`config.mk`:
```
export PLATFORM = sky130hd
export DESIGN_NAME = psq_sequencer
export DESIGN_NICKNAME = d
export VERILOG_FILES = /design/src/psq_pkg.sv /design/src/psq_stack.sv /design/src/psq_sequencer.sv
export VERILOG_INCLUDE_DIRS = /design/src
export SDC_FILE = /design/constraint.sdc
export NUM_CORES = 1
export LEC_CHECK = 0
export ABC_AREA = 1
export CORE_UTILIZATION = 50
export DETAILED_ROUTE_END_ITERATION = 16
export DONT_BUFFER_PORTS = 1
export PLACE_DENSITY = 0.66
export SYNTH_ARGS = -nofsm -noshare
export SYNTH_HDL_FRONTEND = slang
export SYNTH_SLANG_ARGS = --single-unit
```
`constraint.sdc`:
```
create_clock -name clk_sys -period 3.2 [get_ports clk_sys]
set_input_delay 0.48 -clock clk_sys [delete_from_list [all_inputs] [get_ports clk_sys]]
set_output_delay 0.48 -clock clk_sys [all_outputs]
set_load 0.03 [all_outputs]
```
`src/psq_map.svh`:
```
`ifndef PSQ_MAP_SVH
`define PSQ_MAP_SVH
// Function
// - eleven-bit program counter addresses a 2048 by 16 program memory.
// - jump, call, interrupt and reset load the counter instead of incrementing.
// - vectors 000, 004, 008, 00C, 014 and 020 hex for reset and interrupts.
// - pending interrupts served in order divider 0, timer 0, port RC, divider 1, timer 1.
// - eight-entry last-in first-out return stack, eleven bits per entry.
// - calls and taken interrupts push the return address automatically.
// - return instruction pops the top entry into the program counter.
// - ninth push drops the oldest entry; depth never exceeds eight.
// - 000-5FF hold code only; 600-7FF hold code and table data.
// - table elements are four bits; up to 2048 elements addressable.
// - high and low table pointers loaded from data memory by own moves.
// - table read fetches element by pointers and work nibble into data memory.
`define PSQ_PC_W 11
`define PSQ_NIB_W 4
`define PSQ_RAM_AW 7
`define PSQ_STACK_DEPTH 8
`define PSQ_INT_N 5
`define PSQ_VEC_RESET 11'h000
`define PSQ_VEC_DIV0 11'h004
`define PSQ_VEC_TMR0 11'h008
`define PSQ_VEC_PORTRC 11'h00c
`define PSQ_VEC_DIV1 11'h014
`define PSQ_VEC_TMR1 11'h020
`define PSQ_TABLE_BASE 11'h600
`define PSQ_PC_ONE 11'h001
`define PSQ_SEL_W 2
`define PSQ_WORD_W 16
`define PSQ_INT_DIV0 0
`define PSQ_INT_TMR0 1
`define PSQ_INT_PORTRC 2
`define PSQ_INT_DIV1 3
`define PSQ_INT_TMR1 4
`endif

```
`src/psq_pkg.sv`:
```
package psq_pkg;
   typedef enum logic [1:0] {
      psq_run,
      psq_table_fetch,
      psq_table_write
   } psq_state_type;
endpackage : psq_pkg

```
`src/psq_stack.sv`:
```
`include "psq_map.svh"
module psq_stack
   import psq_pkg::*;
#(
   parameter int DEPTH = `PSQ_STACK_DEPTH,
   parameter int WIDTH = `PSQ_PC_W
) (
   input wire logic clk_sys,
   input wire logic reset,
   input wire logic push,
   input wire logic pop,
   input wire logic [WIDTH-1:0] push_data,
   output logic [WIDTH-1:0] top_data,
   output logic [$clog2(DEPTH+1)-1:0] level
);
   localparam int PW = $clog2(DEPTH);
   localparam int LW = $clog2(DEPTH+1);
   logic [WIDTH-1:0] entry [DEPTH];
   logic [PW-1:0] top;
   logic [PW-1:0] next_top;
   logic [LW-1:0] next_level;

   // circular storage: a push past full overwrites the oldest slot
   always_comb begin
      next_top = top;
      next_level = level;
      if (push) begin
         next_top = top + PW'(1);
         if (level != LW'(DEPTH)) begin
            next_level = level + LW'(1);
         end
      end else if (pop && level != '0) begin
         next_top = top - PW'(1);
         next_level = level - LW'(1);
      end
   end

   always_ff @(posedge clk_sys) begin
      if (reset) begin
         top <= '0;
         level <= '0;
      end else begin
         top <= next_top;
         level <= next_level;
      end
   end

   always_ff @(posedge clk_sys) begin
      if (push) begin
         entry[next_top] <= push_data;
      end
   end

   // pop on empty returns stale data, as the real stack would
   assign top_data = entry[top];
endmodule : psq_stack

```
`src/psq_sequencer.sv`:
```
`include "psq_map.svh"
module psq_sequencer
   import psq_pkg::*;
#(
   parameter int PC_W = `PSQ_PC_W,
   parameter int DEPTH = `PSQ_STACK_DEPTH
) (
   input wire logic clk_sys,
   input wire logic reset,
   input wire logic step,
   input wire logic jump_instruction,
   input wire logic call_instruction,
   input wire logic return_instruction,
   input wire logic [PC_W-1:0] operand_addr,
   input wire logic int_take,
   input wire logic [`PSQ_INT_N-1:0] int_pending,
   input wire logic load_table_high,
   input wire logic load_table_low,
   input wire logic [`PSQ_NIB_W-1:0] ram_read_data,
   input wire logic table_read_instruction,
   input wire logic [`PSQ_NIB_W-1:0] work_nibble_reg,
   input wire logic [`PSQ_RAM_AW-1:0] ram_dest_addr,
   input wire logic [`PSQ_WORD_W-1:0] rom_data,
   output logic [PC_W-1:0] program_counter,
   output logic [PC_W-1:0] rom_addr,
   output logic [`PSQ_INT_N-1:0] int_ack,
   output logic busy,
   output logic ram_write,
   output logic [`PSQ_RAM_AW-1:0] ram_write_addr,
   output logic [`PSQ_NIB_W-1:0] ram_write_data,
   output logic [$clog2(DEPTH+1)-1:0] stack_level
);
   localparam int NW = `PSQ_NIB_W;
   localparam int AW = `PSQ_RAM_AW;
   localparam int LW = $clog2(DEPTH+1);

   psq_state_type state;
   psq_state_type next_state;
   logic [PC_W-1:0] next_program_counter;
   logic [PC_W-1:0] next_rom_addr;
   logic [`PSQ_INT_N-1:0] next_int_ack;
   logic next_busy;
   logic next_ram_write;
   logic [AW-1:0] next_ram_write_addr;
   logic [NW-1:0] next_ram_write_data;
   logic [NW-1:0] table_pointer_high;
   logic [NW-1:0] table_pointer_low;
   logic [NW-1:0] next_table_pointer_high;
   logic [NW-1:0] next_table_pointer_low;
   logic [`PSQ_SEL_W-1:0] nibble_sel;
   logic [`PSQ_SEL_W-1:0] next_nibble_sel;
   logic [AW-1:0] dest;
   logic [AW-1:0] next_dest;

   logic push;
   logic pop;
   logic [PC_W-1:0] push_data;
   logic [PC_W-1:0] stack_top;
   logic [LW-1:0] level;
   logic [PC_W-1:0] int_vector;
   logic [`PSQ_INT_N-1:0] int_grant;
   logic [PC_W-1:0] element_addr;
   logic [PC_W-1:0] pc_plus_one;

   psq_stack #(
      .DEPTH(DEPTH),
      .WIDTH(PC_W)
   ) u_stack (
      .clk_sys(clk_sys),
      .reset(reset),
      .push(push),
      .pop(pop),
      .push_data(push_data),
      .top_data(stack_top),
      .level(level)
   );

   // fixed priority: lowest index wins
   always_comb begin
      int_grant = '0;
      int_vector = `PSQ_VEC_DIV0;
      if (int_pending[`PSQ_INT_DIV0]) begin
         int_grant[`PSQ_INT_DIV0] = 1'b1;
         int_vector = `PSQ_VEC_DIV0;
      end else if (int_pending[`PSQ_INT_TMR0]) begin
         int_grant[`PSQ_INT_TMR0] = 1'b1;
         int_vector = `PSQ_VEC_TMR0;
      end else if (int_pending[`PSQ_INT_PORTRC]) begin
         int_grant[`PSQ_INT_PORTRC] = 1'b1;
         int_vector = `PSQ_VEC_PORTRC;
      end else if (int_pending[`PSQ_INT_DIV1]) begin
         int_grant[`PSQ_INT_DIV1] = 1'b1;
         int_vector = `PSQ_VEC_DIV1;
      end else if (int_pending[`PSQ_INT_TMR1]) begin
         int_grant[`PSQ_INT_TMR1] = 1'b1;
         int_vector = `PSQ_VEC_TMR1;
      end
   end

   // high, low, work nibble; bit 11 of the twelve falls away
   assign element_addr = PC_W'({table_pointer_high, table_pointer_low, work_nibble_reg});
   assign pc_plus_one = program_counter + `PSQ_PC_ONE;

   always_comb begin
      next_state = state;
      next_program_counter = program_counter;
      next_int_ack = '0;
      next_ram_write = 1'b0;
      next_ram_write_addr = ram_write_addr;
      next_ram_write_data = ram_write_data;
      next_table_pointer_high = table_pointer_high;
      next_table_pointer_low = table_pointer_low;
      next_nibble_sel = nibble_sel;
      next_dest = dest;
      next_rom_addr = program_counter;
      push = 1'b0;
      pop = 1'b0;
      push_data = pc_plus_one;
      unique case (state)
         psq_run: begin
            if (load_table_high) begin
               next_table_pointer_high = ram_read_data;
            end
            if (load_table_low) begin
               next_table_pointer_low = ram_read_data;
            end
            // interrupt preempts the instruction; resume at the current address
            if (int_take && int_pending != '0) begin
               push = 1'b1;
               push_data = program_counter;
               next_program_counter = int_vector;
               next_int_ack = int_grant;
            end else if (call_instruction) begin
               push = 1'b1;
               next_program_counter = operand_addr;
            end else if (jump_instruction) begin
               next_program_counter = operand_addr;
            end else if (return_instruction) begin
               pop = 1'b1;
               next_program_counter = stack_top;
            end else if (table_read_instruction) begin
               // element lives in the upper quarter, four per word
               next_rom_addr = `PSQ_TABLE_BASE + (element_addr >> `PSQ_SEL_W);
               next_nibble_sel = element_addr[`PSQ_SEL_W-1:0];
               next_dest = ram_dest_addr;
               next_state = psq_table_fetch;
            end else if (step) begin
               next_program_counter = pc_plus_one;
            end
            if (next_state == psq_run) begin
               next_rom_addr = next_program_counter;
            end
         end
         psq_table_fetch: begin
            // rom answers one cycle after the address
            next_rom_addr = rom_addr;
            next_state = psq_table_write;
         end
         psq_table_write: begin
            next_ram_write = 1'b1;
            next_ram_write_addr = dest;
            next_ram_write_data = rom_data[nibble_sel*NW +: NW];
            next_program_counter = pc_plus_one;
            next_rom_addr = pc_plus_one;
            next_state = psq_run;
         end
      endcase
      next_busy = (next_state != psq_run);
   end

   always_ff @(posedge clk_sys) begin
      if (reset) begin
         state <= psq_run;
         program_counter <= `PSQ_VEC_RESET;
         rom_addr <= `PSQ_VEC_RESET;
         int_ack <= '0;
         busy <= 1'b0;
         ram_write <= 1'b0;
         ram_write_addr <= '0;
         ram_write_data <= '0;
         table_pointer_high <= '0;
         table_pointer_low <= '0;
         nibble_sel <= '0;
         dest <= '0;
         stack_level <= '0;
      end else begin
         state <= next_state;
         program_counter <= next_program_counter;
         rom_addr <= next_rom_addr;
         int_ack <= next_int_ack;
         busy <= next_busy;
         ram_write <= next_ram_write;
         ram_write_addr <= next_ram_write_addr;
         ram_write_data <= next_ram_write_data;
         table_pointer_high <= next_table_pointer_high;
         table_pointer_low <= next_table_pointer_low;
         nibble_sel <= next_nibble_sel;
         dest <= next_dest;
         stack_level <= level;
      end
   end
endmodule : psq_sequencer

```
==> impl_metrics.yaml <==
finish:
  layout-drive-gt1-share: 0.0825
  n_antenna_cell: 0
  final_nets: 974
  area_growth_pct: 10.8
setup_path:
  cp_max_fo: 13
  cpPeakStageDelay_ns: 0.85
  cp_cell_sequence: "inv_1, ha_1, inv_1, nor2_2, inv_1, o21ai_0"
  cpLargestDelayFamily: "compound AO/OA/AOI/OAI gates"
  r2r_slack_ns: 0.50
  required_ns: 3.28
  critPathSlowestCell: "o21ai_0"
  worstSetupEndpointType: "flop"
  crit_path_start_kind: "flop"
  crit_type: "reg2reg"
  cp.buffers_inverters: 3
  cp_common_cell: "inv_1"
  worstPathArrival_ns: 2.78
synth:
  ys_types: 37
  synth.area.mux_share: 0
  synthCells: 906
  avgSynthCellArea_um2: 8.23
  ys_warn_count: 0
  synth.top_cells.by_area: "edfxtp_1, dfxtp_1, nand2_1"
  yosys_register_bits: 157
  synth_xor_area_frac: 0.00705
  synthAdderAreaFrac: 0.0161
  synth_top_family_by_area: "simple AND/OR/NAND/NOR gates"
  syn_area_mm2: 0.00746
  synth.yosys.seq_area_share: 0.540
  synthSimpleGateAreaFrac: 0.245
  synth_area_leader_cell: "edfxtp_1"
  synth_nets: 972
  synth_top_cell_area_share: 0.354
  synth_compound_area_frac: 0.123
place:
  portBuffers: 0
  dpl.hpwl_mm: 12.9
  gp_congestion: 0.870
pwr:
  clockPowerShare: 0.388
  p_int_uw: 3670
  ir_worst_vdd_uv: 366
  power_frac_comb: 0.139
  p_leak_uw: 0.00339
  seq_power_share: 0.473
  switching_share: 0.280
  powerDensity_mw_per_mm2: 617
  p_sw_uw: 1430
floorplan:
  chipHeight_um: 124
  initial_core_util: 0.513
  dieWidth_um: 124
  dieArea_mm2: 0.0154
  core_region_area_mm2: 0.0145
  fp-row-count: 44
  pin_count: 101
cts:
  cts_setup_buffers: 0
  clk_latency_ns: 0.43
  postCtsHoldBufs: 0
  cts-root-buf: "clkbuf_16"
  cts-resized-gates: 0
  htreeDepth: 4
  cts_sinks: 157
  cts_buffer_depth: 2
  clk_pin_slew_worst_paths_ns: 0.06
  cts_tree: "yes"
  cts_buffers: 17
sta:
  max_freq_mhz: 370
  max_slew_margin: 0.314
  setup_viol: 0
  skew_ns: 0.00893
  hold_viol: 0
  final_max_slew_viol_count: 0
  hold-worst-slack_ns: 0.116
  worst_pin_slew_ns: 1.02
  fin_crit_sh: 0.844
  rsz0062_at_grt: "false"
  setup_tns_ns: 0
  fin_crit_ns: 2.70
drt:
  wl_mm: 19.2
  vias: 6150
  wl_per_cell_um: 17.4
  vias_per_cell: 5.57
  dr.pass1.iters: 5
  drtAntennaViolNets: 0
  drt_iter0_markers: 416
  drc: 0
run_status:
  outcome: "finished clean"
grt:
  grt_pass1_vias: 5573
  antenna_found_initial: 0
  grt_pass1_wl_mm: 29.4
  grt_max_degree: 50
  grt_usage: 0.259
  grt.overflow.total: 0
run:
  drv_cap: 0
min_path:
  worstHoldPathType: "in2reg"
-- state kept, by name (all words and copies together), names as in the netlist, 2 cells and up --
| signal | flops |
|---|---|
| u_stack.top | 3 |
| stack_level | 4 |
| dest | 7 |
| rom_addr | 11 |
| ram_write_addr | 7 |
| ram_write_data | 4 |
| nibble_sel | 2 |
| table_pointer_high | 3 |
| int_ack | 5 |
| u_stack.entry | 88 |
| table_pointer_low | 4 |
| state | 2 |
| u_stack.level | 4 |
| program_counter | 11 |
-- per-stage QoR --
stage / util / area [µm²] / total power, µW / cells / worst slack (ns)
2_1_floorplan: - / 7460 / 2940 / 906 / 0.850
3_3_place_gp: 0.529 / 7680 / 3140 / 1073 / 0.671
3_5_place_dp: 0.529 / 7680 / 3150 / 1073 / 0.456
4_1_cts: 0.568 / 8260 / 5120 / 1105 / 0.439
5_1_grt: 0.568 / 8260 / 5310 / 1105 / 0.142
6_report: 0.568 / 8260 / 5100 / 1105 / 0.498
-- kinds of logic after synthesis --
group,Yosys count
AOI/OAI and AO/OA,177
xor gates and xnor gates,6
adders and majority gates,9
buffers and inverters,126
DFF,157
and+or+nand+nor,431
-- cells in the mapped netlist, drive strengths merged --
| master | number |
|---|---|
| inv | 80 |
| fa | 1 |
| nand2 | 208 |
| or2 | 3 |
| nand3 | 94 |
| ha | 8 |
| xor2 | 3 |
| o22ai | 4 |
| nand4 | 5 |
| a31oi | 5 |
| and2 | 5 |
| o21ai | 97 |
| edfxtp | 88 |
| xnor2 | 3 |
| a211oi | 1 |
| clkinv | 1 |
| buf | 23 |
| clkbuf | 22 |
| a21oi | 64 |
| nand2b | 1 |
| o211ai | 6 |
| nor2 | 112 |
| nor3 | 3 |
| dfxtp | 69 |
-- routing by layer --
| metal | vias up | global-route usage | routed length [µm] |
|---|---|---|---|
| li1 | 3025 | - | - |
| met1 | 2896 | 0.355 | 8620 |
| met2 | 207 | 0.398 | 8800 |
| met3 | 22 | 0.0728 | 1570 |
| met4 | 0 | 0.0796 | 236 |
| met5 | - | 0 | 0 |
-- path summary, 6_finish.rpt --
| path | end | start | cells after the start |
|---|---|---|---|
| worst max-delay path | u_stack.entry[1][7] | state[0] | 6 |
| worst min-delay path | program_counter[10] | reset | 1 |
| worst max register to register | u_stack.entry[1][7] | state[0] | 6 |
| worst min register to register | dest[5] | dest[5] | 2 |
-- cells in the final DEF (no fill, tap or decap), types with 5 or more instances in the layout --
cell	netlist	layout
nand2_1	203	203
nor2_1	109	109
nand3_1	93	93
o21ai_0	92	92
edfxtp_1	88	88
inv_1	76	76
dfxtp_1	69	69
a21oi_1	64	64
buf_4	4	28
clkbuf_16	0	17
ha_1	8	8
o211ai_1	6	6
and2_1	5	5
a31oi_1	5	5
clkinvlp_4	0	5
-- area by class of cell --
class,count,area (µm²)
fill,1348,6270
sequential,157,4020
multi-input combinational,623,2920
clock buffer,18,429
inverter,81,304
tap,184,230
timing repair buffer,28,210
clock inverter,14,145
-- power groups by stage --
stage | registers [µW] | clock network [µW] | logic (µW)
final | 2410 | 1980 | 708
after global routing | 2430 | 2090 | 792
after global placement | 2450 | 0 | 691
after detailed placement | 2450 | 0 | 700
after CTS | 2410 | 2000 | 705
after floorplan | 2450 | 0 | 492
(Power assumes the default switching activity.)
